$ cat src/hdl/ccs_pkg.sv
// Purpose: shared constants for the cpu control and status register bank
// Assumes: 32-bit registers, one processor clock
// Notes: field positions are given as msb/lsb pairs
package ccs_pkg;
  localparam int unsigned DATA_W = 32;

  // software register select codes
  typedef enum logic [1:0] {
    CCS_SEL_VECTOR_BASE = 2'h0,
    CCS_SEL_UPPER_WORD = 2'h1,
    CCS_SEL_ANCILLARY = 2'h2,
    CCS_SEL_FP_STATUS = 2'h3
  } ccs_sel_type;

  // ancillary register number of the icache control register
  localparam logic [4:0] ICACHE_CTRL_ASR = 5'h1f;
  // supervisor bit within the processor state word
  localparam int unsigned STATE_SUPER_BIT = 7;

  // trap vector base register fields
  localparam int unsigned TVB_BASE_MSB = 31;
  localparam int unsigned TVB_BASE_LSB = 12;
  localparam int unsigned TVB_CAUSE_MSB = 11;
  localparam int unsigned TVB_CAUSE_LSB = 4;
  localparam logic [19:0] TVB_BASE_RESET = 20'h0_0000;
  localparam logic [7:0] TVB_CAUSE_RESET = 8'h00;
  localparam logic [31:0] RESET_TRAP_PC = 32'h0000_0000;

  localparam logic [31:0] UPPER_WORD_RESET = 32'h0000_0000;

  // icache control bits
  localparam int unsigned ICC_ENABLE_BIT = 0;
  localparam int unsigned ICC_FLUSH_INV_BIT = 1;
  localparam logic [7:0] FLUSH_TRAP_CAUSE = 8'h19;

  // fp status fields
  localparam int unsigned FPS_RD_MSB = 31;
  localparam int unsigned FPS_RD_LSB = 30;
  localparam int unsigned FPS_MASK_MSB = 27;
  localparam int unsigned FPS_MASK_LSB = 23;
  localparam int unsigned FPS_RELAX_BIT = 22;
  localparam int unsigned FPS_VER_MSB = 19;
  localparam int unsigned FPS_VER_LSB = 17;
  localparam int unsigned FPS_FTT_MSB = 16;
  localparam int unsigned FPS_FTT_LSB = 14;
  localparam int unsigned FPS_QNE_BIT = 13;
  localparam int unsigned FPS_FCC_MSB = 11;
  localparam int unsigned FPS_FCC_LSB = 10;
  localparam int unsigned FPS_STICKY_MSB = 9;
  localparam int unsigned FPS_STICKY_LSB = 5;
  localparam int unsigned FPS_LATEST_MSB = 4;
  localparam int unsigned FPS_LATEST_LSB = 0;
  localparam logic [1:0] FPS_RD_RESET = 2'h0;
  localparam logic [4:0] FPS_MASK_RESET = 5'h00;
  localparam logic [4:0] FPS_EXC_RESET = 5'h00;
  localparam logic [2:0] FPS_FTT_RESET = 3'h0;
  localparam logic [1:0] FPS_FCC_RESET = 2'h0;

  // rounding direction codes
  localparam logic [1:0] RND_NEAREST = 2'h0;
  localparam logic [1:0] RND_ZERO = 2'h1;
  localparam logic [1:0] RND_POS_INF = 2'h2;
  localparam logic [1:0] RND_NEG_INF = 2'h3;
endpackage

$ cat src/hdl/ccs_regs.sv
// Purpose: trap vector base, product upper word, icache control and fp status registers
// Assumes: all inputs come from logic on ref_clk_i; rst_i is the power-on reset
// Notes: software reads answer one cycle after the request
`timescale 1ns/1ps

// How it works
// - taking a trap loads the pc from the vector base field and the incoming trap cause
// - bits 31..12 hold the software base of the trap table
// - a reset trap ignores the base and sends the pc to zero
// - bits 11..4 hold the trap cause, written only when a trap is taken
// - software writes change only the base; bits 3..0 read zero
// - multiply puts the product's upper 32 bits into the upper word register
// - divide takes its dividend's upper 32 bits from the upper word register
// - the upper word register is read and written without privilege checks
// - icache control access outside supervisor mode raises a privilege exception
// - icache control is ancillary register number 31
// - control bit 0 enables icache accesses
// - bit 1 set invalidates flush hits; clear takes flush trap 25
// - power-on reset clears both control bits and invalidates the icache
// - other icache control bits ignore writes and read zero
// - fp status bits 31..30 pick the rounding direction
// - fp status bits 29..28, 21..20 and 12 read zero, ignore writes
// - trap mask ANDed with current exceptions forces an fp trap
// - fp status bit 22 selects nonstandard mode, software read and write
// - bits 19..17 hold a fixed version that ignores writes
// - bits 16..14 give the fp trap type, updated per operation only
// - bit 13 reads one while the fp queue holds entries
// - bits 11..10 hold the fp compare result, software read and write
// - current exceptions update per operation; masked ones accumulate stickily
// - processor state bit 7 marks supervisor mode
module ccs_regs #(
  parameter logic [2:0] FP_VERSION = 3'h5 // arbitrary value
) (
  input wire logic ref_clk_i,
  input wire logic rst_i,
  // software access
  input wire logic sw_rd_i,
  input wire logic sw_wr_i,
  input wire ccs_pkg::ccs_sel_type sw_sel_i,
  input wire logic [4:0] sw_asr_num_i,
  input wire logic [31:0] sw_wdata_i,
  input wire logic [31:0] proc_state_i,
  output logic [31:0] sw_rdata_o,
  output logic sw_rvalid_o,
  output logic priv_exc_o,
  // traps
  input wire logic trap_take_i,
  input wire logic trap_reset_i,
  input wire logic [7:0] trap_cause_i,
  output logic [31:0] trap_pc_o,
  output logic trap_pc_valid_o,
  // multiply and divide
  input wire logic mul_done_i,
  input wire logic [31:0] mul_upper_i,
  output logic [31:0] div_upper_o,
  // instruction cache
  input wire logic flush_i,
  input wire logic flush_hit_i,
  output logic icache_enable_o,
  output logic flush_inval_o,
  output logic flush_trap_o,
  output logic [7:0] flush_trap_cause_o,
  output logic icache_inval_all_o,
  // floating point
  input wire logic fp_done_i,
  input wire logic [4:0] fp_exc_i,
  input wire logic [2:0] fp_ftt_i,
  input wire logic fp_fcc_wr_i,
  input wire logic [1:0] fp_fcc_i,
  input wire logic fp_queue_busy_i,
  output logic [1:0] fp_round_mode_o,
  output logic relaxed_ieee_mode_o,
  output logic fp_trap_o
);
  import ccs_pkg::*;

  logic [19:0] vector_base_field;
  logic [7:0] trap_cause_field;
  logic [31:0] upper_word;
  logic icache_enable;
  logic flush_invalidate_enable;
  logic [1:0] round_mode;
  logic [4:0] trap_enable_mask;
  logic relaxed_ieee_mode;
  logic [2:0] fp_trap_type;
  logic [1:0] fp_cond;
  logic [4:0] sticky_exception_flags;
  logic [4:0] latest_exception_flags;

  logic is_super;
  logic asr_hit;
  logic icc_ok;
  logic icc_denied;
  logic vb_wr;
  logic uw_wr;
  logic icc_wr;
  logic fps_wr;
  logic [31:0] vector_base_word;
  logic [31:0] icc_word;
  logic [31:0] fps_word;
  logic [31:0] next_rdata;
  logic rd_ok;
  logic [4:0] masked_exc;
  logic fp_trap_hit;

  // icache control select and privilege
  assign is_super = proc_state_i[STATE_SUPER_BIT];
  assign asr_hit = (sw_sel_i == CCS_SEL_ANCILLARY)
    && (sw_asr_num_i == ICACHE_CTRL_ASR);
  assign icc_ok = asr_hit && is_super;
  assign icc_denied = asr_hit && !is_super && (sw_rd_i || sw_wr_i);
  assign vb_wr = sw_wr_i && (sw_sel_i == CCS_SEL_VECTOR_BASE);
  assign uw_wr = sw_wr_i && (sw_sel_i == CCS_SEL_UPPER_WORD);
  assign icc_wr = sw_wr_i && icc_ok;
  assign fps_wr = sw_wr_i && (sw_sel_i == CCS_SEL_FP_STATUS);
  assign rd_ok = sw_rd_i && !icc_denied;
  // untrapped exceptions feed the sticky flags
  assign masked_exc = fp_exc_i & ~trap_enable_mask;
  assign fp_trap_hit = |(fp_exc_i & trap_enable_mask);

  // low nibble is always zero
  assign vector_base_word = {vector_base_field, trap_cause_field, 4'h0};

  // only the two control bits are stored
  always_comb begin
    icc_word = 32'h0000_0000;
    icc_word[ICC_ENABLE_BIT] = icache_enable;
    icc_word[ICC_FLUSH_INV_BIT] = flush_invalidate_enable;
  end

  // unused and reserved bits stay zero
  always_comb begin
    fps_word = 32'h0000_0000;
    fps_word[FPS_RD_MSB:FPS_RD_LSB] = round_mode;
    fps_word[FPS_MASK_MSB:FPS_MASK_LSB] = trap_enable_mask;
    fps_word[FPS_RELAX_BIT] = relaxed_ieee_mode;
    fps_word[FPS_VER_MSB:FPS_VER_LSB] = FP_VERSION;
    fps_word[FPS_FTT_MSB:FPS_FTT_LSB] = fp_trap_type;
    fps_word[FPS_QNE_BIT] = fp_queue_busy_i;
    fps_word[FPS_FCC_MSB:FPS_FCC_LSB] = fp_cond;
    fps_word[FPS_STICKY_MSB:FPS_STICKY_LSB] = sticky_exception_flags;
    fps_word[FPS_LATEST_MSB:FPS_LATEST_LSB] = latest_exception_flags;
  end

  // read mux; a denied icache access reads zero
  always_comb begin
    next_rdata = 32'h0000_0000;
    unique case (sw_sel_i)
      CCS_SEL_VECTOR_BASE: begin
        next_rdata = vector_base_word;
      end
      CCS_SEL_UPPER_WORD: begin
        next_rdata = upper_word;
      end
      CCS_SEL_ANCILLARY: begin
        if (icc_ok) begin
          next_rdata = icc_word;
        end
      end
      CCS_SEL_FP_STATUS: begin
        next_rdata = fps_word;
      end
    endcase
  end

  // software read port and privilege check
  always_ff @(posedge ref_clk_i) begin
    if (rst_i) begin
      sw_rdata_o <= 32'h0000_0000;
      sw_rvalid_o <= 1'b0;
      priv_exc_o <= 1'b0;
    end else begin
      sw_rvalid_o <= rd_ok;
      sw_rdata_o <= rd_ok ? next_rdata : 32'h0000_0000;
      priv_exc_o <= icc_denied;
    end
  end

  // trap vector base register
  always_ff @(posedge ref_clk_i) begin
    if (rst_i) begin
      vector_base_field <= TVB_BASE_RESET;
      trap_cause_field <= TVB_CAUSE_RESET;
    end else begin
      if (vb_wr) begin
        vector_base_field <= sw_wdata_i[TVB_BASE_MSB:TVB_BASE_LSB];
      end
      // a reset trap leaves the cause field alone
      if (trap_take_i && !trap_reset_i) begin
        trap_cause_field <= trap_cause_i;
      end
    end
  end

  // trap program counter
  always_ff @(posedge ref_clk_i) begin
    if (rst_i) begin
      trap_pc_o <= RESET_TRAP_PC;
      trap_pc_valid_o <= 1'b0;
    end else begin
      trap_pc_valid_o <= trap_take_i;
      if (trap_take_i) begin
        if (trap_reset_i) begin
          trap_pc_o <= RESET_TRAP_PC;
        end else begin
          trap_pc_o <= {vector_base_field, trap_cause_i, 4'h0};
        end
      end
    end
  end

  // product upper word; multiply result wins over a software write
  always_ff @(posedge ref_clk_i) begin
    if (rst_i) begin
      upper_word <= UPPER_WORD_RESET;
    end else if (mul_done_i) begin
      upper_word <= mul_upper_i;
    end else if (uw_wr) begin
      upper_word <= sw_wdata_i;
    end
  end

  // divide sees the same word as the upper word register
  always_ff @(posedge ref_clk_i) begin
    if (rst_i) begin
      div_upper_o <= UPPER_WORD_RESET;
    end else if (mul_done_i) begin
      div_upper_o <= mul_upper_i;
    end else if (uw_wr) begin
      div_upper_o <= sw_wdata_i;
    end
  end

  // icache control register
  always_ff @(posedge ref_clk_i) begin
    if (rst_i) begin
      icache_enable <= 1'b0;
      flush_invalidate_enable <= 1'b0;
    end else if (icc_wr) begin
      icache_enable <= sw_wdata_i[ICC_ENABLE_BIT];
      flush_invalidate_enable <= sw_wdata_i[ICC_FLUSH_INV_BIT];
    end
  end

  // registered enable copy and power-on invalidate
  always_ff @(posedge ref_clk_i) begin
    if (rst_i) begin
      icache_enable_o <= 1'b0;
      icache_inval_all_o <= 1'b1;
    end else begin
      icache_enable_o <= icc_wr ? sw_wdata_i[ICC_ENABLE_BIT] : icache_enable;
      icache_inval_all_o <= 1'b0;
    end
  end

  // flush handling
  always_ff @(posedge ref_clk_i) begin
    if (rst_i) begin
      flush_inval_o <= 1'b0;
      flush_trap_o <= 1'b0;
      flush_trap_cause_o <= TVB_CAUSE_RESET;
    end else begin
      flush_inval_o <= flush_i && flush_hit_i && flush_invalidate_enable;
      flush_trap_o <= flush_i && !flush_invalidate_enable;
      flush_trap_cause_o <= FLUSH_TRAP_CAUSE;
    end
  end

  // fp status software fields
  always_ff @(posedge ref_clk_i) begin
    if (rst_i) begin
      round_mode <= FPS_RD_RESET;
      trap_enable_mask <= FPS_MASK_RESET;
      relaxed_ieee_mode <= 1'b0;
    end else if (fps_wr) begin
      round_mode <= sw_wdata_i[FPS_RD_MSB:FPS_RD_LSB];
      trap_enable_mask <= sw_wdata_i[FPS_MASK_MSB:FPS_MASK_LSB];
      relaxed_ieee_mode <= sw_wdata_i[FPS_RELAX_BIT];
    end
  end

  // registered copies of rounding and mode bits
  always_ff @(posedge ref_clk_i) begin
    if (rst_i) begin
      fp_round_mode_o <= RND_NEAREST;
      relaxed_ieee_mode_o <= 1'b0;
    end else if (fps_wr) begin
      fp_round_mode_o <= sw_wdata_i[FPS_RD_MSB:FPS_RD_LSB];
      relaxed_ieee_mode_o <= sw_wdata_i[FPS_RELAX_BIT];
    end
  end

  // trap type follows every operation; loads leave it alone
  always_ff @(posedge ref_clk_i) begin
    if (rst_i) begin
      fp_trap_type <= FPS_FTT_RESET;
    end else if (fp_done_i) begin
      fp_trap_type <= fp_ftt_i;
    end
  end

  // compare result: the datapath wins over a load
  always_ff @(posedge ref_clk_i) begin
    if (rst_i) begin
      fp_cond <= FPS_FCC_RESET;
    end else if (fp_fcc_wr_i) begin
      fp_cond <= fp_fcc_i;
    end else if (fps_wr) begin
      fp_cond <= sw_wdata_i[FPS_FCC_MSB:FPS_FCC_LSB];
    end
  end

  // exception flags; completing operations win the latest flags over a load and OR into loaded sticky flags
  always_ff @(posedge ref_clk_i) begin
    if (rst_i) begin
      latest_exception_flags <= FPS_EXC_RESET;
      sticky_exception_flags <= FPS_EXC_RESET;
    end else begin
      if (fp_done_i) begin
        latest_exception_flags <= fp_exc_i;
      end else if (fps_wr) begin
        latest_exception_flags <= sw_wdata_i[FPS_LATEST_MSB:FPS_LATEST_LSB];
      end
      if (fps_wr) begin
        sticky_exception_flags <= sw_wdata_i[FPS_STICKY_MSB:FPS_STICKY_LSB]
          | (fp_done_i ? masked_exc : 5'h00);
      end else if (fp_done_i) begin
        sticky_exception_flags <= sticky_exception_flags
          | masked_exc;
      end
    end
  end

  // fp trap raised only when an operation completes
  always_ff @(posedge ref_clk_i) begin
    if (rst_i) begin
      fp_trap_o <= 1'b0;
    end else begin
      fp_trap_o <= fp_done_i && fp_trap_hit;
    end
  end
endmodule

$ cat config.mk
export PLATFORM = sky130hd
export DESIGN_NAME = ccs_regs
export DESIGN_NICKNAME = d
export VERILOG_FILES = /design/src/hdl/ccs_pkg.sv /design/src/hdl/ccs_regs.sv
export SDC_FILE = /design/constraint.sdc
export NUM_CORES = 1
export LEC_CHECK = 0
export ABC_AREA = 1
export BUFFER_PORTS_ARGS = -buffer_cell sky130_fd_sc_hd__buf_4
export CORE_ASPECT_RATIO = 1.25
export CORE_UTILIZATION = 45
export DETAILED_ROUTE_END_ITERATION = 8
export GPL_TIMING_DRIVEN = 0
export MAX_ROUTING_LAYER = met4
export PLACE_DENSITY = 0.75
export SLEW_MARGIN = 20
export SYNTH_ARGS = -nofsm -noshare
export SYNTH_HDL_FRONTEND = slang
export SYNTH_SLANG_ARGS = --single-unit
$ cat constraint.sdc
create_clock -name ref_clk_i -period 1.2 [get_ports ref_clk_i]
set_input_delay 0.06 -clock ref_clk_i [delete_from_list [all_inputs] [get_ports ref_clk_i]]
set_output_delay 0.06 -clock ref_clk_i [all_outputs]
set_load 0.05 [all_outputs]
==> impl_metrics.py, run 1 <==
metrics = {
    "status": {
        "status": "complete, no violations",
    },
    "worst_setup_path": {
        "arrival_ps": 1550,
        "worstRegToRegCells": 4,
        "start_kind": "input pin",
        "crit_fanout": 10,
        "rrSetupSlack_ps": 210,
        "r2r_start": "div_upper_o[5]$_SDFFE_PP0P_",
        "required_ps": 1550,
        "worstSetupPathType": "input pin to flop",
        "cp-end-kind": "flop",
        "rr_endpoint": "sw_rdata_o[5]$_SDFF_PP0_",
    },
    "clock_tree": {
        "cts_num_sinks": 153,
        "htree_num_levels": 4,
        "cts_setup_buffers": 0,
        "clock_latency_ps": 420,
        "tritoncts": "yes",
        "root_buffer": "clkbuf_16",
        "cts.path.max_buffers": 2,
        "clkSlewWorstSetupHoldPaths_ps": 60,
        "cts-buffers-inserted": 17,
    },
    "sta": {
        "fin_crit_sh_pct": 99.9,
        "slew_headroom_pct": 52.1,
        "fin_ws_ps": 1.28,
        "min_period_ps": 1200,
        "finClkSkew_ps": 7.63,
        "worst_slew_pin_slew_ps": 719,
        "hold_viol_final": 0,
        "rsz0062_at_grt": "no",
        "max_freq_mhz": 834,
        "setup_viol": 0,
        "slew_viol_final": 0,
    },
    "detailed_routing": {
        "drt-vias-per-instance": 5.41,
        "dr.pass1.iters": 7,
        "drc": 0,
        "vias": 6924,
        "drt_wl_total_um": 22800,
        "m1WireLength_um": 8560,
        "top_layer_used": "met4",
        "dr_wl_met2_um": 11300,
        "detail_route.iter0.violations": 610,
        "dr_wl_met3_um": 1790,
        "wl_per_cell_um": 17.8,
        "ant_nets": 0,
    },
    "floorplan": {
        "die_area_um2": 13900,
        "die_width_um": 106,
        "die_height_um": 132,
        "core_um2": 13200,
        "initial_utilization_pct": 46.0,
        "rows": 47,
        "io_pins": 248,
    },
    "layout": {
        "fin_nets": 1230,
        "final_area_um2": 9140,
        "antenna_cells": 0,
        "drive_gt1_share_pct": 25.9,
        "syn2layout_area_growth_pct": 51.0,
    },
    "yosys": {
        "yosys.area_share.xor_xnor_pct": 0,
        "ys_warn_count": 0,
        "ys_types": 27,
        "yosysSeqAreaShare_pct": 50.6,
        "synth_compound_area_share_pct": 18.0,
        "netlist_area_um2": 6050,
        "synth_area_leaders": "dfxtp_1 51%, nand2_1 12%, a21oi_1 9.8%",
        "synth_area_per_cell_um2": 7.57,
        "syn_inst": 800,
        "synth_fa_ha_area_share_pct": 0,
        "yosys.area.top_type": "dfxtp_1",
        "synthMuxAreaShare_pct": 1.49,
        "synthSimpleGateAreaFrac_pct": 20.8,
        "ys_ff_latch": 153,
        "synth_top_family_by_area": "simple AND/OR/NAND/NOR gates",
        "synth_top_area_share_pct": 50.6,
    },
    "grt": {
        "gr-total-overflow": 0,
        "grt_max_degree": 17,
        "grt_pass1_vias": 6633,
        "antenna_found_initial": 0,
        "grt_pass1_wl_um": 34800,
        "grtUsageTotal_pct": 33.4,
    },
    "flow_run": {
        "maxCapViolations": 0,
    },
    "pwr": {
        "powerDensity_nw_per_um2": 1470,
        "p_leak_nw": 4.14,
        "vdd_drop_max_mv": 0.931,
    },
    "placed_design": {
        "place_ws_ps": -418,
        "hpwlAfterDp_um": 15400,
        "placed_area_um2": 7830,
        "gp_congestion": 0.880,
        "portBuffers": 204,
    },
    "worst_hold_path": {
        "whs_path_depth": 5,
        "hold_path.class": "input pin to flop",
        "hold-path-endpoint": "div_upper_o[8]$_SDFFE_PP0P_",
        "min_from": "mul_upper_i[8]",
    },
}
[worst max-delay path, stage by stage]
cell      delay [ps]
buf_4            110
buf_2            200
inv_1            110
buf_2            250
clkbuf_1         440
o21ai_0          230
nor2_1           140
[cells by family (layout without fill, tap and decap cells)]
| logic type | count (synthesis) | in the layout |
|---|---|---|
| and+or+nand+nor | 312 | 312 |
| AOI/OAI and AO/OA | 209 | 209 |
| DFF | 153 | 153 |
| buffers and inverters | 116 | 418 |
| muxes | 9 | 9 |
| other | 1 | 9 |
[how the worst max path moves through the flow]
stage                                startpoint                                 to  slack [ps]
3_5_place_dp                              rst_i       div_upper_o[25]$_SDFFE_PP0P_        -420
5_1_grt                         proc_state_i[7]          sw_rdata_o[17]$_SDFF_PP0_           2
4_1_cts                                   rst_i       div_upper_o[25]$_SDFFE_PP0P_          10
6_report                                  rst_i  vector_base_field[7]$_SDFFE_PP0P_           1
3_3_place_gp                              rst_i       div_upper_o[25]$_SDFFE_PP0P_        -390
2_1_floorplan  relaxed_ieee_mode_o$_SDFFE_PP0P_          sw_rdata_o[22]$_SDFF_PP0_         150
[per-stage QoR]
step / setup TNS, ps / util, % / std cells / hold WS [ps] / power (mW)
6_report: 0 / 69.4 / 1281 / 14.4 / 13.5
5_1_grt: 0 / 69.4 / 1281 / 36.2 / 13.8
2_1_floorplan: 0 / - / 808 / 87.7 / 6.77
3_3_place_gp: -11480 / 59.4 / 1183 / 172 / 7.56
4_1_cts: 0 / 69.6 / 1285 / 6.03 / 13.4
3_5_place_dp: -12850 / 59.4 / 1183 / 174 / 7.58
[Yosys cell counts]
cell,n
conb_1,1
a21oi_1,119
nand2_2,1
nand3_2,2
inv_1,47
clkbuf_2,1
o211a_1,1
nand4_1,3
mux2i_1,9
a31oi_1,8
o22ai_1,4
buf_2,19
nand3_1,47
o211ai_1,3
nand2_1,196
buf_6,2
nor2_2,1
dfxtp_1,153
buf_4,20
o21ai_0,68
o21a_1,5
buf_1,1
clkbuf_1,22
nor2_1,61
inv_2,4
o221ai_1,1
and3_1,1
[cells in the final DEF (no fill, tap or decap), types with 2 or more instances in the layout]
cell and n:
a21oi_1 119, a31oi_1 8, buf_2 19, buf_4 222, buf_6 4, bufinv_16 4, clkbuf_1 21, clkbuf_16 17
clkbuf_2 2, clkinv_2 3, clkinv_4 4, conb_1 9, dfxtp_1 153, dlygate4sd3_1 66, inv_1 47, inv_2 4
inv_6 2, mux2i_1 8, nand2_1 196, nand3_1 47, nand3_2 2, nand4_1 3, nor2_1 61, o211ai_1 3
o21a_1 5, o21ai_0 68, o22ai_1 4
[power breakdown]
group | switching [mW] | total, mW | leakage (nW) | internal (mW)
registers | 0.162 | 5.47 | 1.25 | 5.31
clock network | 2.20 | 5.75 | 0.311 | 3.55
logic | 1.41 | 2.25 | 2.58 | 0.835
[timing repair]
item,CTS,global route
hold buffers,70,0
hold endpoints to repair,78,0
setup endpoints to repair,0,31
gates resized for setup,0,6
[per-layer routing]
layer	up-vias	global-route usage (%)
li1	3195	-
met1	3175	38.1
met2	455	55.4
met3	99	5.36
met4	0	19.0
met5	-	-
[cell type report]
class	count	area (um^2)
multi-input cells	539	2480
repair buffers	270	2190
fillers	1089	4030
inverters	51	191
flip-flops and latches	153	3060
clock inverters	14	195
well taps	171	214
plain buffers	65	368
clock buffers	18	439
[sequential cells by signal, summed over array words and instances (netlist names)]
signal,cells
div_upper_o,32
flush_inval_o,1
flush_invalidate_enable,1
flush_trap_cause_o,1
flush_trap_o,1
fp_cond,2
fp_round_mode_o,2
fp_trap_o,1
fp_trap_type,3
icache_enable_o,1
icache_inval_all_o,1
latest_exception_flags,5
priv_exc_o,1
relaxed_ieee_mode_o,1
sticky_exception_flags,5
sw_rdata_o,32
sw_rvalid_o,1
trap_cause_field,8
trap_enable_mask,5
trap_pc_o,28
trap_pc_valid_o,1
vector_base_field,20
No activity file was read; power rests on OpenSTA's default activity.
==> run 2: changes to the inputs <==
--- a/config.mk
+++ b/config.mk
@@ -7,12 +7,13 @@
 export LEC_CHECK = 0
 export ABC_AREA = 1
 export BUFFER_PORTS_ARGS = -buffer_cell sky130_fd_sc_hd__buf_4
-export CORE_ASPECT_RATIO = 1.25
+export CORE_ASPECT_RATIO = 0.9
 export CORE_UTILIZATION = 45
 export DETAILED_ROUTE_END_ITERATION = 8
 export GPL_TIMING_DRIVEN = 0
 export MAX_ROUTING_LAYER = met4
 export PLACE_DENSITY = 0.75
+export SETUP_SLACK_MARGIN = 0.15
 export SLEW_MARGIN = 20
 export SYNTH_ARGS = -nofsm -noshare
 export SYNTH_HDL_FRONTEND = slang
==> constraint.sdc (replaced) <==
create_clock -name ref_clk_i -period 1.3 [get_ports ref_clk_i]
set_input_delay 0.065 -clock ref_clk_i [delete_from_list [all_inputs] [get_ports ref_clk_i]]
set_output_delay 0.065 -clock ref_clk_i [all_outputs]
set_load 0.05 [all_outputs]
==> run 2 against run 1 <==
Compared with the run above: clock skew decreased by 1.1 ps; power down 11%; utilization grew 1.2 points; cell area down 0.57%; critical endpoint is now div_upper_o[29]; largest cell class unchanged; largest power group is now registers; highest routed layer unchanged.
==> impl_metrics.py, run 2 (synthesis results as in run 1) <==
metrics = {
    "layout": {
        "layout_common_cells": "220 x buf_4, 196 x nand2_1, 151 x dfxtp_1, 119 x a21oi_1, 67 x o21ai_0",
        "fillers": 1064,
        "drive_gt1_share_pct": 25.8,
        "layout_commonest_cell": "buf_4",
        "antenna_cells": 0,
        "largestRegisters": "div_upper_o x32, sw_rdata_o x32, trap_pc_o x28",
        "fin_nets": 1231,
        "syn2layout_area_growth_pct": 50.1,
    },
    "detailed_routing": {
        "wl_per_cell_um": 18.0,
        "drc": 0,
        "dr.pass1.iters": 5,
        "drt_wl_total_um": 22900,
        "vias": 6768,
        "drt-vias-per-instance": 5.31,
        "ant_nets": 0,
        "detail_route.iter0.violations": 857,
    },
    "grt": {
        "grtUsageTotal_pct": 34.1,
        "grt_pass1_vias": 6501,
        "grt_pass1_wl_um": 35200,
        "antenna_found_initial": 0,
        "gr-total-overflow": 0,
        "grt_max_degree": 17,
    },
    "worst_setup_path": {
        "worstSetupPathType": "flop to output port",
        "arrival_ps": 1070,
        "crit_fanout": 3,
        "worst-path-buf-inv": 1,
        "cp-end-kind": "output port",
        "start_kind": "flop",
        "required_ps": 1240,
        "crit_path_max_incr_delay_ps": 400,
        "critPathSlowestCell": "dfxtp_1",
        "path_cells": "buf_4",
        "cpLargestDelayFamily": "flip-flops",
    },
    "pwr": {
        "vdd_drop_max_mv": 1.23,
        "clkPwrFrac_pct": 40.2,
        "power.switching_mw": 3.43,
        "power_mw": 11.9,
        "sw_frac_of_total_pct": 28.7,
        "intPower_mw": 8.51,
        "powerDensity_nw_per_um2": 1310,
        "p_leak_nw": 4.11,
        "power_frac_comb_pct": 17.5,
        "p_seq_share_pct": 42.4,
    },
    "placed_design": {
        "hpwlAfterDp_um": 15800,
        "place_ws_ps": -217,
        "portBuffers": 204,
        "gp_congestion": 0.931,
    },
    "floorplan": {
        "die_area_um2": 13900,
        "die_width_um": 124,
        "core_um2": 12900,
        "io_pins": 248,
        "rows": 39,
        "die_height_um": 112,
        "initial_utilization_pct": 47.0,
    },
    "sta": {
        "fin_crit_sh_pct": 86.9,
        "setup_viol": 0,
        "slew_headroom_pct": 54.6,
        "worst_slew_pin_slew_ps": 681,
        "finClkSkew_ps": 6.51,
        "slew_viol_final": 0,
        "setup_tns_ps": 0,
        "max_freq_mhz": 885,
        "min_period_ps": 1130,
        "rsz0062_at_grt": "no",
        "hold_viol_final": 0,
        "fin_ws_ps": 170,
    },
    "clock_tree": {
        "htree_num_levels": 4,
        "clock_latency_ps": 430,
        "cts.path.max_buffers": 2,
        "tritoncts": "yes",
        "cts_num_sinks": 153,
        "clkSlewWorstSetupHoldPaths_ps": 60,
        "cts-buffers-inserted": 17,
        "root_buffer": "clkbuf_16",
    },
    "worst_hold_path": {
        "hold_path.class": "input pin to flop",
    },
    "status": {
        "status": "complete, no violations",
    },
    "flow_run": {
        "maxCapViolations": 0,
    },
}
[run 2: what timing repair did]
| item | CTS | global route |
|---|---|---|
| hold endpoints to repair | 80 | 0 |
| setup buffers | 0 | 1 |
| resized for setup | 3 | 11 |
| endpoints found under the setup margin | 3 | 46 |
| hold buffers | 68 | 0 |
| pin swaps | 0 | 1 |
[run 2: layer usage]
metal | global-route usage, % | vias to the layer above | part of all wire, %
met5 | - | - | 0
met4 | 13.7 | 0 | 3.0
met3 | 7.24 | 66 | 9.2
met2 | 53.8 | 391 | 47
met1 | 42.7 | 3108 | 41
li1 | - | 3203 | -
[run 2: area by class of cell]
class,count,area (um^2),share of cell area (%)
multi-input cells,539,2480,27.3
flip-flops and latches,153,3070,33.7
plain buffers,65,369,4.06
well taps,164,205,2.26
repair buffers,271,2210,24.3
inverters,51,191,2.11
clock buffers,22,444,4.89
clock inverters,10,123,1.35
[run 2: per-stage QoR]
step / instances / cell area [um^2] / util, % / hold slack [ps]
after floorplan: 808 / 6080 / - / 92.7
after global placement: 1176 / 7820 / 60.7 / 179
after detailed placement: 1176 / 7820 / 60.7 / 180
after CTS: 1276 / 9080 / 70.5 / 2.99
after global routing: 1275 / 9090 / 70.6 / 22.6
final: 1275 / 9090 / 70.6 / 10.8
[run 2: power groups by stage]
| stage | clock (mW) | sequential (mW) | combinational, mW |
|---|---|---|---|
| 3_3_place_gp | 0 | 5.14 | 1.85 |
| 5_1_grt | 5.02 | 5.07 | 2.21 |
| 6_report | 4.79 | 5.06 | 2.08 |
| 2_1_floorplan | 0 | 5.55 | 0.703 |
| 3_5_place_dp | 0 | 5.15 | 1.86 |
| 4_1_cts | 4.79 | 5.05 | 2.04 |
[run 2: worst paths after layout]
kind,end,depth (start not counted),slack [ps],start
worst min register to register,fp_trap_type[1]$_SDFFE_PP0P_,2,460,fp_trap_type[1]$_SDFFE_PP0P_
worst max-delay path,div_upper_o[29],1,170,div_upper_o[29]$_SDFFE_PP0P_
worst min-delay path,div_upper_o[2]$_SDFFE_PP0P_,4,10,mul_upper_i[2]
worst max register to register,sw_rdata_o[25]$_SDFF_PP0_,4,250,trap_enable_mask[2]$_SDFFE_PP0P_
